[src/hdl/upp_consts.vh]
`ifndef UPP_CONSTS_VH
`define UPP_CONSTS_VH

// special-function register addresses
`define UPP_ADDR_LOW_DATA 8'h90
`define UPP_ADDR_LOW_DIR 8'h91
`define UPP_ADDR_PIN8_DATA 8'ha0
`define UPP_ADDR_PIN8_DIR 8'ha1

// resource select registers in the extended register space
`define UPP_ADDR_SEL_BASE 16'hff90
`define UPP_ADDR_SEL_PINS_0_1 16'hff90
`define UPP_ADDR_SEL_PINS_2_3 16'hff91
`define UPP_ADDR_SEL_PINS_4_5 16'hff92
`define UPP_ADDR_SEL_PINS_6_7 16'hff93

// field positions inside a select register
`define UPP_SEL_EVEN_LSB 0
`define UPP_SEL_ODD_LSB 4
`define UPP_SEL_W 3

// reset values
`define UPP_RST_DATA 8'h00
`define UPP_RST_DIR 8'h00
`define UPP_RST_SEL 3'h0

// selector codes
`define UPP_SEL_NONE_A 3'h0
`define UPP_SEL_NONE_B 3'h1
`define UPP_SEL_TIMER0 3'h2
`define UPP_SEL_TIMER1 3'h3
`define UPP_SEL_INT0_HIGH 3'h4
`define UPP_SEL_INT1_HIGH 3'h5
`define UPP_SEL_INT0_LOW 3'h6
`define UPP_SEL_INT1_LOW 3'h7

`endif

[src/hdl/upp_user_pin_port.v]
// Contract
// after reset every user pin is an input until software sets its direction bit.
// each pin has its own direction bit, 0 for input and 1 for output.
// pins 0 to 7 are read and written through the data register at 0x90 with direction at 0x91.
// pins 0 to 7 are multi-use while pin 8 is plain I/O with data bit 0 at 0xa0 and direction bit 0 at 0xa1.
// each of pins 0 to 7 has its own selector, and values 0 and 1 route it nowhere.
// selector 2 routes the pin to the timer 0 gate/clock and 3 to the timer 1 gate/clock.
// selectors 4 and 5 drive interrupt 0 and 1 from the pin uninverted, high active.
// selectors 6 and 7 drive interrupt 0 and 1 from the inverted pin, low active.
// pins routed to the same resource are combined by a logical OR.
// edge or level sensitivity of a routed interrupt is set by the interrupt type bits, not the selector.
// four selector registers each hold two pins: even pin in bits 2:0, odd pin in bits 6:4, bits 7 and 3 unused.
// an output pin drives its data bit and an input pin reads back its synchronised level.
`timescale 1ns/1ns
`default_nettype none
`include "upp_consts.vh"

module upp_user_pin_port #(
	parameter NPINS = 9,
	parameter NMUX = 8
) (
	// clock and reset
	input wire i_clk,
	input wire i_rst_b,
	// special-function register port
	input wire [7:0] i_sfr_addr,
	input wire i_sfr_wr,
	input wire [7:0] i_sfr_wdata,
	output reg [7:0] o_sfr_rdata,
	// extended register port
	input wire [15:0] i_xreg_addr,
	input wire i_xreg_wr,
	input wire [7:0] i_xreg_wdata,
	output reg [7:0] o_xreg_rdata,
	// pins
	input wire [NPINS-1:0] i_pin,
	output reg [NPINS-1:0] o_pin,
	output reg [NPINS-1:0] o_pin_oe,
	// routed resources
	output reg o_timer_zero_gate_clock,
	output reg o_timer_one_gate_clock,
	output reg o_ext_int_zero,
	output reg o_ext_int_one
);

	reg [NPINS-1:0] pin_meta_ff;
	reg [NPINS-1:0] pin_sync_ff;
	reg [7:0] low_data_ff;
	reg [7:0] low_dir_ff;
	reg pin8_data_ff;
	reg pin8_dir_ff;
	reg [3*NMUX-1:0] sel_ff;
	wire [NMUX-1:0] hit_t0;
	wire [NMUX-1:0] hit_t1;
	wire [NMUX-1:0] hit_i0;
	wire [NMUX-1:0] hit_i1;
	wire [NPINS-1:0] pin_view;
	reg [7:0] nxt_sfr_rdata;
	reg [7:0] nxt_xreg_rdata;

	// select register index of an extended address, or 4 when unmapped
	function [2:0] sel_index;
		input [15:0] addr;
		reg [15:0] offset;
		begin
			offset = addr - `UPP_ADDR_SEL_BASE;
			if (addr >= `UPP_ADDR_SEL_PINS_0_1 && addr <= `UPP_ADDR_SEL_PINS_6_7) begin
				sel_index = offset[2:0];
			end else begin
				sel_index = 3'h4;
			end
		end
	endfunction

	// readback image of one select register, spare bits as zero
	function [7:0] sel_view;
		input [5:0] pair;
		begin
			sel_view = {1'h0, pair[5:3], 1'h0, pair[2:0]};
		end
	endfunction

	// interrupt request of one pin for its high-active and low-active codes
	function int_hit;
		input [2:0] sel;
		input [2:0] code_high;
		input [2:0] code_low;
		input lvl;
		begin
			int_hit = ((sel == code_high) & lvl) | ((sel == code_low) & ~lvl);
		end
	endfunction

	// pin inputs pass two flip-flops
	always @(posedge i_clk) begin
		if (!i_rst_b) begin
			pin_meta_ff <= {NPINS{1'b0}};
			pin_sync_ff <= {NPINS{1'b0}};
		end else begin
			pin_meta_ff <= i_pin;
			pin_sync_ff <= pin_meta_ff;
		end
	end

	// data and direction registers
	always @(posedge i_clk) begin
		if (!i_rst_b) begin
			low_data_ff <= `UPP_RST_DATA;
			low_dir_ff <= `UPP_RST_DIR;
			pin8_data_ff <= 1'b0;
			pin8_dir_ff <= 1'b0;
		end else if (i_sfr_wr) begin
			case (i_sfr_addr)
				`UPP_ADDR_LOW_DATA: begin
					low_data_ff <= i_sfr_wdata;
				end
				`UPP_ADDR_LOW_DIR: begin
					low_dir_ff <= i_sfr_wdata;
				end
				`UPP_ADDR_PIN8_DATA: begin
					pin8_data_ff <= i_sfr_wdata[0];
				end
				`UPP_ADDR_PIN8_DIR: begin
					pin8_dir_ff <= i_sfr_wdata[0];
				end
				default: begin
				end
			endcase
		end
	end

	// selector registers, two pins per register
	genvar g;
	generate
		for (g = 0; g < NMUX / 2; g = g + 1) begin : g_selreg
			always @(posedge i_clk) begin
				if (!i_rst_b) begin
					sel_ff[6*g +: 6] <= {`UPP_RST_SEL, `UPP_RST_SEL};
				end else if (i_xreg_wr && sel_index(i_xreg_addr) == g) begin
					sel_ff[6*g +: 3] <= i_xreg_wdata[`UPP_SEL_EVEN_LSB +: `UPP_SEL_W];
					sel_ff[6*g+3 +: 3] <= i_xreg_wdata[`UPP_SEL_ODD_LSB +: `UPP_SEL_W];
				end
			end
		end
		// per-pin routing decode
		for (g = 0; g < NMUX; g = g + 1) begin : g_route
			wire [2:0] s = sel_ff[3*g +: 3];
			wire lvl = pin_sync_ff[g];
			assign hit_t0[g] = (s == `UPP_SEL_TIMER0) & lvl;
			assign hit_t1[g] = (s == `UPP_SEL_TIMER1) & lvl;
			assign hit_i0[g] = int_hit(s, `UPP_SEL_INT0_HIGH, `UPP_SEL_INT0_LOW, lvl);
			assign hit_i1[g] = int_hit(s, `UPP_SEL_INT1_HIGH, `UPP_SEL_INT1_LOW, lvl);
		end
	endgenerate

	// readback: output pins show their data bit, inputs their level
	assign pin_view = ({pin8_dir_ff, low_dir_ff} & {pin8_data_ff, low_data_ff})
		| (~{pin8_dir_ff, low_dir_ff} & pin_sync_ff);

	// special-function readback
	always @* begin
		case (i_sfr_addr)
			`UPP_ADDR_LOW_DATA: begin
				nxt_sfr_rdata = pin_view[7:0];
			end
			`UPP_ADDR_LOW_DIR: begin
				nxt_sfr_rdata = low_dir_ff;
			end
			`UPP_ADDR_PIN8_DATA: begin
				nxt_sfr_rdata = {7'h00, pin_view[8]};
			end
			`UPP_ADDR_PIN8_DIR: begin
				nxt_sfr_rdata = {7'h00, pin8_dir_ff};
			end
			default: begin
				nxt_sfr_rdata = 8'h00;
			end
		endcase
	end

	// selector readback
	always @* begin
		case (sel_index(i_xreg_addr))
			3'h0: begin
				nxt_xreg_rdata = sel_view(sel_ff[5:0]);
			end
			3'h1: begin
				nxt_xreg_rdata = sel_view(sel_ff[11:6]);
			end
			3'h2: begin
				nxt_xreg_rdata = sel_view(sel_ff[17:12]);
			end
			3'h3: begin
				nxt_xreg_rdata = sel_view(sel_ff[23:18]);
			end
			default: begin
				nxt_xreg_rdata = 8'h00;
			end
		endcase
	end

	// registered outputs
	always @(posedge i_clk) begin
		if (!i_rst_b) begin
			o_sfr_rdata <= 8'h00;
			o_xreg_rdata <= 8'h00;
			o_pin <= {NPINS{1'b0}};
			o_pin_oe <= {NPINS{1'b0}};
			o_timer_zero_gate_clock <= 1'b0;
			o_timer_one_gate_clock <= 1'b0;
			o_ext_int_zero <= 1'b0;
			o_ext_int_one <= 1'b0;
		end else begin
			o_sfr_rdata <= nxt_sfr_rdata;
			o_xreg_rdata <= nxt_xreg_rdata;
			o_pin <= {pin8_data_ff, low_data_ff};
			o_pin_oe <= {pin8_dir_ff, low_dir_ff};
			o_timer_zero_gate_clock <= |hit_t0;
			o_timer_one_gate_clock <= |hit_t1;
			// plain levels; the interrupt controller applies its type bits
			o_ext_int_zero <= |hit_i0;
			o_ext_int_one <= |hit_i1;
		end
	end

endmodule

`default_nettype wire

[config.mk]
export PLATFORM = sky130hd
export DESIGN_NAME = upp_user_pin_port
export DESIGN_NICKNAME = d
export VERILOG_FILES = /design/src/hdl/upp_user_pin_port.v
export VERILOG_INCLUDE_DIRS = /design/src /design/src/hdl
export SDC_FILE = /design/constraint.sdc
export NUM_CORES = 1
export LEC_CHECK = 0
export BUFFER_PORTS_ARGS = -buffer_cell sky130_fd_sc_hd__buf_2
export CAP_MARGIN = 5
export CORE_UTILIZATION = 57
export CTS_BUF_LIST = sky130_fd_sc_hd__clkbuf_16
export DETAILED_ROUTE_END_ITERATION = 16
export PLACE_DENSITY_LB_ADDON = 0.25
export SLEW_MARGIN = 20
export SYNTH_ARGS = -nofsm -noshare
export SYNTH_HDL_FRONTEND = slang
export SYNTH_SLANG_ARGS = --single-unit
[constraint.sdc]
create_clock -name i_clk -period 2.3 [get_ports i_clk]
set_clock_uncertainty 0.15 [all_clocks]
set_input_delay 0.23 -clock i_clk [delete_from_list [all_inputs] [get_ports i_clk]]
set_output_delay 0.23 -clock i_clk [all_outputs]
set_load 0.1 [all_outputs]
# Yosys cells after proc, flatten, opt, wreduce, memory -nomap -nowiden
# Index checks and enable logic that the tools add are counted.
# op_classes
addsub	1
order_cmp	2
eq_ne	58
n_mux	4
n_bitwise	76
n_reduce_logical	15
# op_table
operator	count
$eq 3x3->1 const B	32
$eq 3x2->1 const B	20
$and 1x1->1	48
$eq 8x8->1 const B	4
$pmux 8 s4	1
$reduce_or 8->1	4
$pmux 7 s4	1
$and 9x9->9	2
$ge 16x16->1 const B	1
$le 16x16->1 const B	1
$or 1x1->1	16
$not 9->9	1
$or 9x9->9	1
$not 1->1	8
$reduce_and 2->1	4
$eq 3x1->1 const B	2
$logic_not 3->1	2
$mux 3	2
$logic_and 1x1->1	5
$sub 3x1->3 const B	1
# totals
register_bits	98
input_bits	53
output_inout_bits	38
word_cells	174

# Depth between registers and ports, before layout
# Gate-level depths: netlist of run 1.
# depth
depth_word	6
depth_mapped	6
mapped_depth_nobuf	4

# Worst setup path before layout of run 1
# No wires, ideal clock.
# synth_path
path_type	input to register
startpoint	input i_xreg_addr[2]
endpoint	register sel_ff[12], in the netlist g_route[4].s[0]
setup_time_ns	0.072
t_arrival_ns	1.402
required_time_ns	2.078
setup_slack_ns	0.677
path_stages	6
path_buffers	2
cell_sequence	buf_6 -> nand4bb_4 -> nor4_4 -> and3b_1 -> buf_4 -> mux2i_1
# synth_via
elab_chain_cells	6
word_cells_on_any_way	8
classes_between	1 x add/sub; 2 x order compare; 1 x eq/ne; 2 x mux; 2 x reduce/logical
# synth_rtl
item	line	text
from (decl)	upp_user_pin_port.v:31	input wire [15:0] i_xreg_addr,
$ge 16x16->1 (no source line) / $le 16x16->1 (equally long branches)	-	
$logic_and 1x1->1 (no source line)	-	
$mux 3 (*)	upp_user_pin_port.v:67	if (addr >= `UPP_ADDR_SEL_PINS_0_1 && addr <= `UPP_ADDR_SEL_PINS_6_7) begin
$mux 3 (*)	upp_user_pin_port.v:137	if (!i_rst_b) begin
$eq 3x2->1 (*)	upp_user_pin_port.v:139	end else if (i_xreg_wr && sel_index(i_xreg_addr) == g) begin
$logic_and 1x1->1 (*)	upp_user_pin_port.v:139	
to (signal, indexed assignment)	upp_user_pin_port.v:138	sel_ff[6*g +: 6] <= {`UPP_RST_SEL, `UPP_RST_SEL};
to (signal, indexed assignment)	upp_user_pin_port.v:140	sel_ff[6*g +: 3] <= i_xreg_wdata[`UPP_SEL_EVEN_LSB +: `UPP_SEL_W];
to (signal, indexed assignment)	upp_user_pin_port.v:141	sel_ff[6*g+3 +: 3] <= i_xreg_wdata[`UPP_SEL_ODD_LSB +: `UPP_SEL_W];
to (decl)	upp_user_pin_port.v:52	reg [3*NMUX-1:0] sel_ff;
# Every way passes the cells marked *; elsewhere a longest branch is shown, timed or not. The select of a mux whose other input is x is not followed.
# A chain may end at the register's enable or synchronous reset.

# Final worst setup path of run 1
# layout_path
startpoint	input i_xreg_addr[2]
endpoint	register sel_ff[16], in the netlist g_route[5].s[1]
# The elaborated chain is that of the path after synthesis.

==> impl_metrics.toml, run 1 <==
[synthesis]
avgSynthCellArea_um2 = 9.75
yosysTopAreaCell = "dfxtp_1"
synth_ff_type = "dfxtp_1"
yosysUniqueCellTypes = 44
synth.area.mux_share_pct = 9.04
synth_top_family_by_area = "simple AND/OR/NAND/NOR gates"
synthCells = 386
synth-compound-area-share_pct = 10.0
synth_top_area_share_pct = 51.1
synthSimpleGateAreaFrac_pct = 23.4
yosysSeqAreaShare_pct = 51.1
yosys_warnings = 0
synthAdderAreaFrac_pct = 0
synth_edf_count = 0
yosys.area_share.xor_xnor_pct = 1.86
synthArstFlopShare_pct = 0
synthTopCellsByArea = "dfxtp_1 51%, mux2i_1 9.0%, nand2_1 6.6%"
ys_ff_latch = 96
synth_area_mm2 = 0.00376

[detailed_routing]
vias_per_cell = 5.58
drc_errors = 0
wire_per_inst_um = 15.4
drt-total-wl_um = 8590
dr.first_iter.drc_count = 198
ant_nets = 0
first_pass_iters = 5
vias = 3114

[power_and_ir_drop]
power.leakage_nw = 2.05
power_frac_clock_pct = 43.3
switching_share_pct = 23.5
pwr-share-seq_pct = 51.6
intPower_w = 0.00250
p_sw_w = 0.000770
comb_power_share_pct = 5.2
peakVddDrop_mv = 0.588
total_power_w = 0.00327
power_density_mw_per_mm2 = 709

[critical_path]
crit_type = "primary input to flop"
critPathLaunch = "i_xreg_addr[2]"
slowest_stage = "and3b_1"
critPathMaxFanout = 8
crit_path_end_kind = "flop"
rrSetupSlack_ps = 900
r2r-end = "o_timer_zero_gate_clock$_SDFF_PN0_"
reg2reg_depth = 4
crit_chain = "buf_2, nand4bb_4, nor4_4, and3b_1, mux2i_1"
crit_required_ps = 2410
crit_end = "g_route[5].s[1]$_SDFFE_PN0P_"
max_stage_delay_ps = 540
worstPathArrival_ps = 1810
worstSetupStartpointType = "primary input"
r2r_start = "pin_sync_ff[2]$_SDFF_PN0_"

[placement]
port_buffers = 86
dp_cells = 533
place_congestion = 0.878
dp_hpwl_um = 6010

[sta]
timing.final.crit_share_pct = 74.1
rsz0062_at_grt = "false"
hold_viol = 0
finalMaxSlewViolations = 0
tightest_slew_ps = 514
max_slew_margin_pct = 65.7
fmax_ghz = 0.587
period_needed_ps = 1700
finalSetupViolations = 0
fin_tns_setup_ps = 0

[cts]
cts_sinks = 96
clk_latency_ps = 340
clockRootBuffer = "clkbuf_16"
cts_buffers = 9
cts_setup_buffers = 0
cts_tree = "done"
clk_pin_slew_worst_paths_ps = 70
cts_buffer_depth = 2
htreeDepth = 3

[global_routing]
grt_pass1_vias = 2956
grt_pass1_wl_um = 14200
use_met2_pct = 41.4
grt.met3_usage_pct = 5.37
grt_antenna_before_repair = 0
grt_busiest_layer = "met2"
grt_usage_pct = 25.8
overflow = 0
grt_max_degree = 81
met1_usage_pct = 35.0

[floorplanning]
initial_core_util_pct = 59.3
die_w_um = 83.3
die_h_um = 83.3
core_mm2 = 0.00635
rows = 29
die-area_mm2 = 0.00693
pin_count = 91

[finish]
nets = 529
multi_input_area_mm2 = 0.00168
syn2layout_area_growth_pct = 22.6
final_cells = 558
layout_commonest_cell = "dfxtp_1"
drive_gt1_share_pct = 23.5
seq_area_mm2 = 0.00192
antenna_cells = 0
nFillCells = 469
final_cell_mix = "96 x dfxtp_1, 86 x buf_2, 66 x nand2_1, 34 x mux2i_1, 26 x and2_1"

[run_status]
status = "finished clean"

[flow_run]
drv_cap = 0

[worst_hold_path]
worst_hold_path_type = "primary input to flop"
synthesized netlist by cell type, types with 4 or more instances:
cell      instances
o21ai_0          10
nor3b_1          14
inv_1            17
dfxtp_1          96
nand4b_1          5
xor2_1            8
mux2i_1          34
a21oi_1          13
buf_4             4
nand2_1          66
a221oi_1          6
and2_1           26
nor3_1            8
nand3_1          11
nand3b_1          7
clkbuf_1         13
final cells by class:
type / instances / area share, %
flip-flops and latches: 96 / 41.6
multi-input cells: 253 / 36.4
repair buffers: 99 / 12.2
clock buffers: 9 / 4.88
well taps: 77 / 2.09
clock inverters: 7 / 1.44
inverters: 17 / 1.38
flip-flops by register name, summed over array words and instances, names as in the netlist:
register,count
o_xreg_rdata,6
o_ext_int_one,1
g_route.s,24
pin_sync_ff,9
o_sfr_rdata,8
o_pin,9
pin8_data_ff,1
low_data_ff,8
o_timer_one_gate_clock,1
pin_meta_ff,9
o_timer_zero_gate_clock,1
low_dir_ff,8
o_pin_oe,9
o_ext_int_zero,1
pin8_dir_ff,1
worst min path at each step:
stage                                          from  cells after the start                           to  slack [ps]
after CTS                            i_sfr_wdata[3]                      3   low_dir_ff[3]$_SDFFE_PN0P_           7
after floorplan                            i_pin[0]                      1    pin_meta_ff[0]$_SDFF_PN0_         210
after global routing                 i_sfr_wdata[5]                      3  low_data_ff[5]$_SDFFE_PN0P_          20
after global placement    pin_meta_ff[2]$_SDFF_PN0_                      1    pin_sync_ff[2]$_SDFF_PN0_         270
after detailed placement  pin_meta_ff[0]$_SDFF_PN0_                      1    pin_sync_ff[0]$_SDFF_PN0_         270
final                                i_sfr_wdata[3]                      3   low_dir_ff[3]$_SDFFE_PN0P_           5
through the flow:
stage | area [um^2] | util [%] | worst slack [ps] | hold WS (ps)
floorplan | 3770 | - | 677 | 207
global placement | 4230 | 66.7 | 387 | 266
detailed placement | 4230 | 66.7 | 280 | 269
CTS | 4610 | 72.7 | 600 | 7.08
global route | 4610 | 72.7 | 534 | 20.3
finish | 4610 | 72.7 | 596 | 4.94
power groups by stage:
stage	clock [W]	sequential (W)	combinational, W
after floorplan	0	0.00172	0.0000929
after global placement	0	0.00173	0.000153
after detailed placement	0	0.00173	0.000156
after CTS	0.00143	0.00169	0.000168
after global routing	0.00152	0.00169	0.000186
final	0.00142	0.00169	0.000169
repair_timing:
action / CTS / global route
endpoints found under the setup margin: 0 / 0
hold buffers: 9 / 0
resized for setup: 0 / 0
hold endpoints to repair: 9 / 0
cell families (layout without fill, tap and decap cells):
kind of cell	after synthesis	in the layout
DFF	96	96
xor gates and xnor gates	8	8
other	1	2
AOI/OAI and AO/OA	53	53
buffers and inverters	38	132
and+or+nand+nor	156	156
muxes	34	34
critical path, delay by kind of cell:
family                 cells  cell delay [ps]
and+or+nand+nor            3             1160
muxes                      1              260
buffers and inverters      1              160
routing by layer:
layer  vias up  routed length [um]
li1       1520                   -
met1      1460                3980
met2       122                3950
met3        12                 536
met4         0                 117
met5         -                   0
Note: power is estimated with default switching activity, not from simulation.
==> inputs of run 2 (changes only) <==
CORE_UTILIZATION = 53   (was 57)
clock period = 1.6 ns   (was 2.3 ns; I/O delays follow)
==> impl_metrics.toml, run 2 (synthesized netlist as in run 1, its figures left out) <==
[global_routing]
grt_max_degree = 54
grt_usage_pct = 24.3
grt_pass1_wl_um = 13900
overflow = 0
grt_pass1_vias = 2897
grt_antenna_before_repair = 0

[critical_path]
cp.depth = 4
rrSetupSlack_ps = 150
r2r_start = "g_route[2].s[2]$_SDFFE_PN0P_"
crit_required_ps = 1660
crit_type = "flop to flop"
crit_buf_inv = 0
worstSetupStartpointType = "flop"
critPathLaunch = "g_route[2].s[2]$_SDFFE_PN0P_"
reg2reg_depth = 4
worstPathArrival_ps = 1510
max_stage_delay_ps = 400
crit_path_end_kind = "flop"
critPathMaxFanout = 4
r2r-end = "o_timer_zero_gate_clock$_SDFF_PN0_"
crit_chain = "nand3b_1, o32a_1, o221ai_1, o31a_1"
crit_family = "compound AO/OA/AOI/OAI gates"
slowest_stage = "dfxtp_1"

[finish]
final_cell_mix = "96 x dfxtp_1, 86 x buf_2, 66 x nand2_1, 34 x mux2i_1, 26 x and2_1"
syn2layout_area_growth_pct = 27.6
multi_input_area_mm2 = 0.00168
seq_area_mm2 = 0.00192
drive_gt1_share_pct = 25.1
nFillCells = 537
nets = 550
largest_register_ffs = 24
final_cells = 598
layout_commonest_cell = "dfxtp_1"
antenna_cells = 0

[floorplanning]
initial_core_util_pct = 55.1
die-area_mm2 = 0.00744
core_mm2 = 0.00683
die_w_um = 86.3
pin_count = 91
rows = 30
die_h_um = 86.3

[cts]
htreeDepth = 3
cts_buffer_depth = 2
hold_buffers = 16
cts_sinks = 96
clk_latency_ps = 340
cts_setup_buffers = 0
clockRootBuffer = "clkbuf_16"
post_cts_resized = 0
cts_buffers = 9
cts_tree = "done"
clk_pin_slew_worst_paths_ps = 70

[worst_hold_path]
worst_hold_path_type = "primary input to flop"
hold_depth = 3
hold_start = "i_sfr_wdata[0]"
min_to = "low_dir_ff[0]$_SDFFE_PN0P_"

[detailed_routing]
vias = 3140
drt-total-wl_um = 8640
drc_errors = 0
first_pass_iters = 5
dr.first_iter.drc_count = 327
wire_per_inst_um = 14.4
ant_nets = 0
vias_per_cell = 5.25

[run_status]
status = "finished clean"

[placement]
dp_hpwl_um = 6090
port_buffers = 86
dp_cells = 566
place_congestion = 0.892

[power_and_ir_drop]
peakVddDrop_mv = 0.655
power_density_mw_per_mm2 = 976
total_power_w = 0.00469
power.leakage_nw = 2.14

[sta]
timing.final.crit_share_pct = 90.7
fin_tns_setup_ps = 0
finalSetupViolations = 0
fmax_ghz = 0.689
finalMaxSlewViolations = 0
hold_viol = 0
hold_slack_ps = 16.7
period_needed_ps = 1450
rsz0062_at_grt = "false"

[flow_run]
drv_cap = 0
-- run 2: changes by cell type in the layout (fill, tap and decap cells not counted) --
cell,delta
clkinvlp_4,+2
dlygate4sd3_1,+7
buf_4,+14
clkinv_8,-1
inv_1,+1
inv_6,+1
clkinv_4,-2
clkinv_2,-1
-- run 2: cell type report --
| class | instances | area share, % |
|---|---|---|
| Clock buffer | 9 | 4.69 |
| Clock inverter | 7 | 1.15 |
| Inverter | 17 | 1.33 |
| Multi-Input combinational cell | 253 | 34.9 |
| Sequential cell | 96 | 40.0 |
| Tap cell | 96 | 2.50 |
| Timing Repair Buffer | 120 | 15.4 |
-- run 2: stage by stage --
stage	setup WS (ps)	instance area (um^2)	util, %
6_report	150	4800	70.3
5_1_grt	60.7	4800	70.3
4_1_cts	172	4800	70.3
3_5_place_dp	-146	4360	63.8
3_3_place_gp	-115	4360	63.8
2_1_floorplan	46.6	3770	-
-- run 2: power by group --
| part | switching, W | internal, W | total, W |
|---|---|---|---|
| clock | 0.000928 | 0.00107 | 0.00200 |
| sequential | 0.0000134 | 0.00241 | 0.00242 |
| combinational | 0.000148 | 0.000118 | 0.000265 |
| total | 0.00109 | 0.00360 | 0.00469 |
-- run 2: how the worst max path moves through the flow --
stage / to / slack [ps]
floorplan: g_route[4].s[0]$_SDFFE_PN0P_ / 50
finish: o_timer_zero_gate_clock$_SDFF_PN0_ / 150
detailed placement: g_route[7].s[1]$_SDFFE_PN0P_ / -150
global route: low_dir_ff[1]$_SDFFE_PN0P_ / 60
global placement: o_xreg_rdata[0]$_SDFF_PN0_ / -110
CTS: o_timer_zero_gate_clock$_SDFF_PN0_ / 170
-- run 2: worst register-to-register path, delay by kind of cell, from the launching register on --
kind / cells / cell delay (ps)
AO/OA/AOI/OAI: 3 / 610
flip-flops: 1 / 400
AND/OR/NAND/NOR: 1 / 170
-- run 2: layer usage --
| layer | wire (um) | share of wire, % | global-route usage (%) |
|---|---|---|---|
| met1 | 3840 | 44 | 32.1 |
| met2 | 4030 | 47 | 38.7 |
| met3 | 561 | 6.5 | 4.38 |
| met4 | 210 | 2.4 | 11.5 |
| met5 | 0 | 0 | 0 |
==> inputs of run 3 (changes only) <==
ABC_AREA = 1   (was default)
CORE_UTILIZATION = 54   (was 53)
==> impl_metrics.toml, run 3 <==
[finish]
drive_gt1_share_pct = 19.4
nFillCells = 620
final_cell_mix = "128 x nand2_1, 96 x dfxtp_1, 86 x inv_1, 86 x buf_2, 67 x nor2_1"
largest_register_ffs = 24
multi_input_area_mm2 = 0.00168
antenna_cells = 0
syn2layout_area_growth_pct = 26.4
seq_area_mm2 = 0.00192
utilization_pct = 70.6
layout_commonest_cell = "nand2_1"
stdcell_area_mm2 = 0.00512
nets = 730

[synthesis]
avgSynthCellArea_um2 = 7.15
synth_top_family_by_area = "simple AND/OR/NAND/NOR gates"
synth_top_cells_by_count = "128 x nand2_1, 96 x dfxtp_1, 85 x inv_1"
synth_area_mm2 = 0.00405
synth.area.mux_share_pct = 0
yosys.area_share.xor_xnor_pct = 0.648
synthCells = 567
yosysUniqueCellTypes = 34
synth-compound-area-share_pct = 9.78
yosysMostFrequentCell = "nand2_1"
ys_ff_latch = 96
synthArstFlopShare_pct = 0
synthAdderAreaFrac_pct = 0
synthTopCellsByArea = "dfxtp_1 47%, nand2_1 12%, inv_1 7.9%"
synth_top_area_share_pct = 47.4
synth_ff_type = "dfxtp_1"
yosys_warnings = 0
yosysSeqAreaShare_pct = 47.4
synthSimpleGateAreaFrac_pct = 30.8
synth_edf_count = 0
yosysTopAreaCell = "dfxtp_1"

[power_and_ir_drop]
peakVddDrop_mv = 0.889
pwr-share-seq_pct = 50.0
power.leakage_nw = 2.48
p_sw_w = 0.00111
total_power_w = 0.00485
comb_power_share_pct = 5.8
power_frac_clock_pct = 44.2
intPower_w = 0.00374
switching_share_pct = 23.0
power_density_mw_per_mm2 = 947

[critical_path]
crit_required_ps = 1710
r2r_start = "g_route[7].s[2]$_SDFFE_PN0P_"
r2r-end = "o_ext_int_one$_SDFF_PN0_"
worstSetupStartpointType = "flop"
crit_type = "flop to flop"
rrSetupSlack_ps = 170
critPathLaunch = "g_route[7].s[2]$_SDFFE_PN0P_"
reg2reg_depth = 6
crit_end = "o_ext_int_one$_SDFF_PN0_"
worstPathArrival_ps = 1540
crit_path_end_kind = "flop"
critPathMaxFanout = 3

[detailed_routing]
first_pass_iters = 5
dr.first_iter.drc_count = 300
drt-total-wl_um = 10500
vias_per_cell = 5.03
wire_per_inst_um = 13.4
vias = 3929
ant_nets = 0
drc_errors = 0

[flow_run]
drv_cap = 0

[cts]
cts_tree = "done"
clk_latency_ps = 340
clk_pin_slew_worst_paths_ps = 70
post_cts_resized = 0
clockRootBuffer = "clkbuf_16"
hold_buffers = 20
cts_sinks = 96
cts_buffer_depth = 2
htreeDepth = 3
cts_setup_buffers = 0
cts_buffers = 9

[global_routing]
grt_antenna_before_repair = 0
grt_usage_pct = 27.6
grt_pass1_vias = 3393
grt_max_degree = 64
overflow = 0
grt_pass1_wl_um = 16200

[placement]
dp_hpwl_um = 7370
placed_cell_area_mm2 = 0.00462
place_congestion = 0.910
port_buffers = 86

[sta]
fmax_ghz = 0.701
period_needed_ps = 1430
rsz0062_at_grt = "false"
finalSetupViolations = 0
timing.final.crit_share_pct = 89.2
hold_viol = 0
hold_slack_ps = 13.1
finalMaxSlewViolations = 0

[floorplanning]
initial_core_util_pct = 55.9
core_mm2 = 0.00725
pin_count = 91
die_w_um = 88.6
die-area_mm2 = 0.00786
rows = 31
die_h_um = 88.6

[run_status]
status = "finished clean"

[worst_hold_path]
worst_hold_path_type = "primary input to flop"
[run 3: changes by cell type in the layout (fill, tap and decap cells not counted), moves of 25 or more]
cell	previous run	this run
a21oi_1	13	38
and2_1	26	0
inv_1	18	86
mux2i_1	34	0
nand2_1	66	128
nand3_1	11	41
nor2_1	1	67
[run 3: area by class of cell]
cell class	count	share of cell area [%]
Sequential cell	96	37.5
Inverter	92	6.74
Multi-Input combinational cell	359	32.8
Tap cell	99	2.42
Timing Repair Buffer	119	14.7
Clock inverter	7	1.42
Clock buffer	9	4.40
[run 3: how the worst min path moves through the flow]
stage / startpoint / end / slack, ps / cells after the start
after global placement: i_pin[1] / pin_meta_ff[1]$_SDFF_PN0_ / 190 / 3
final: i_xreg_wdata[0] / g_route[6].s[0]$_SDFFE_PN0P_ / 10 / 3
after global routing: i_xreg_wdata[0] / g_route[0].s[0]$_SDFFE_PN0P_ / 20 / 3
after floorplan: i_pin[0] / pin_meta_ff[0]$_SDFF_PN0_ / 110 / 2
after detailed placement: i_pin[2] / pin_meta_ff[2]$_SDFF_PN0_ / 190 / 3
after CTS: i_xreg_wdata[0] / g_route[6].s[0]$_SDFFE_PN0P_ / 10 / 3
[run 3: metal layers]
layer / routed length, um / global-route usage [%] / up-vias
met2: 4820 / 44.5 / 147
met5: 0 / 0 / -
li1: - / - / 2005
met4: 117 / 8.65 / 0
met3: 636 / 5.22 / 13
met1: 4890 / 37.4 / 1764
[run 3: kinds of logic after synthesis]
logic type / Yosys count
AND/OR/NAND/NOR: 281
buffers and inverters: 113
flip-flops: 96
AO/OA/AOI/OAI: 73
XOR/XNOR: 3
other: 1
[run 3: metrics by stage]
stage | setup TNS (ps) | std cells | setup WS, ps
after floorplan | 0 | 568 | 261
after global placement | 0 | 745 | 22.7
after detailed placement | -134 | 745 | -49.8
after CTS | 0 | 781 | 190
after global routing | 0 | 781 | 73.5
final | 0 | 781 | 173
[run 3: worst max-delay path: stages (launching register included)]
cell and delay [ps]:
dfxtp_1 390, inv_1 100, nor2_1 90, o21ai_0 110, o21ai_0 290, nor2_1 70
a21oi_1 160
[run 3: power by group through the flow]
stage                     Clock, W  Combinational, W  Sequential [W]
after floorplan                  0          0.000128         0.00248
after global placement           0          0.000232         0.00248
after detailed placement         0          0.000238         0.00248
after CTS                  0.00216          0.000277         0.00243
after global routing       0.00225          0.000307         0.00243
final                      0.00215          0.000280         0.00243
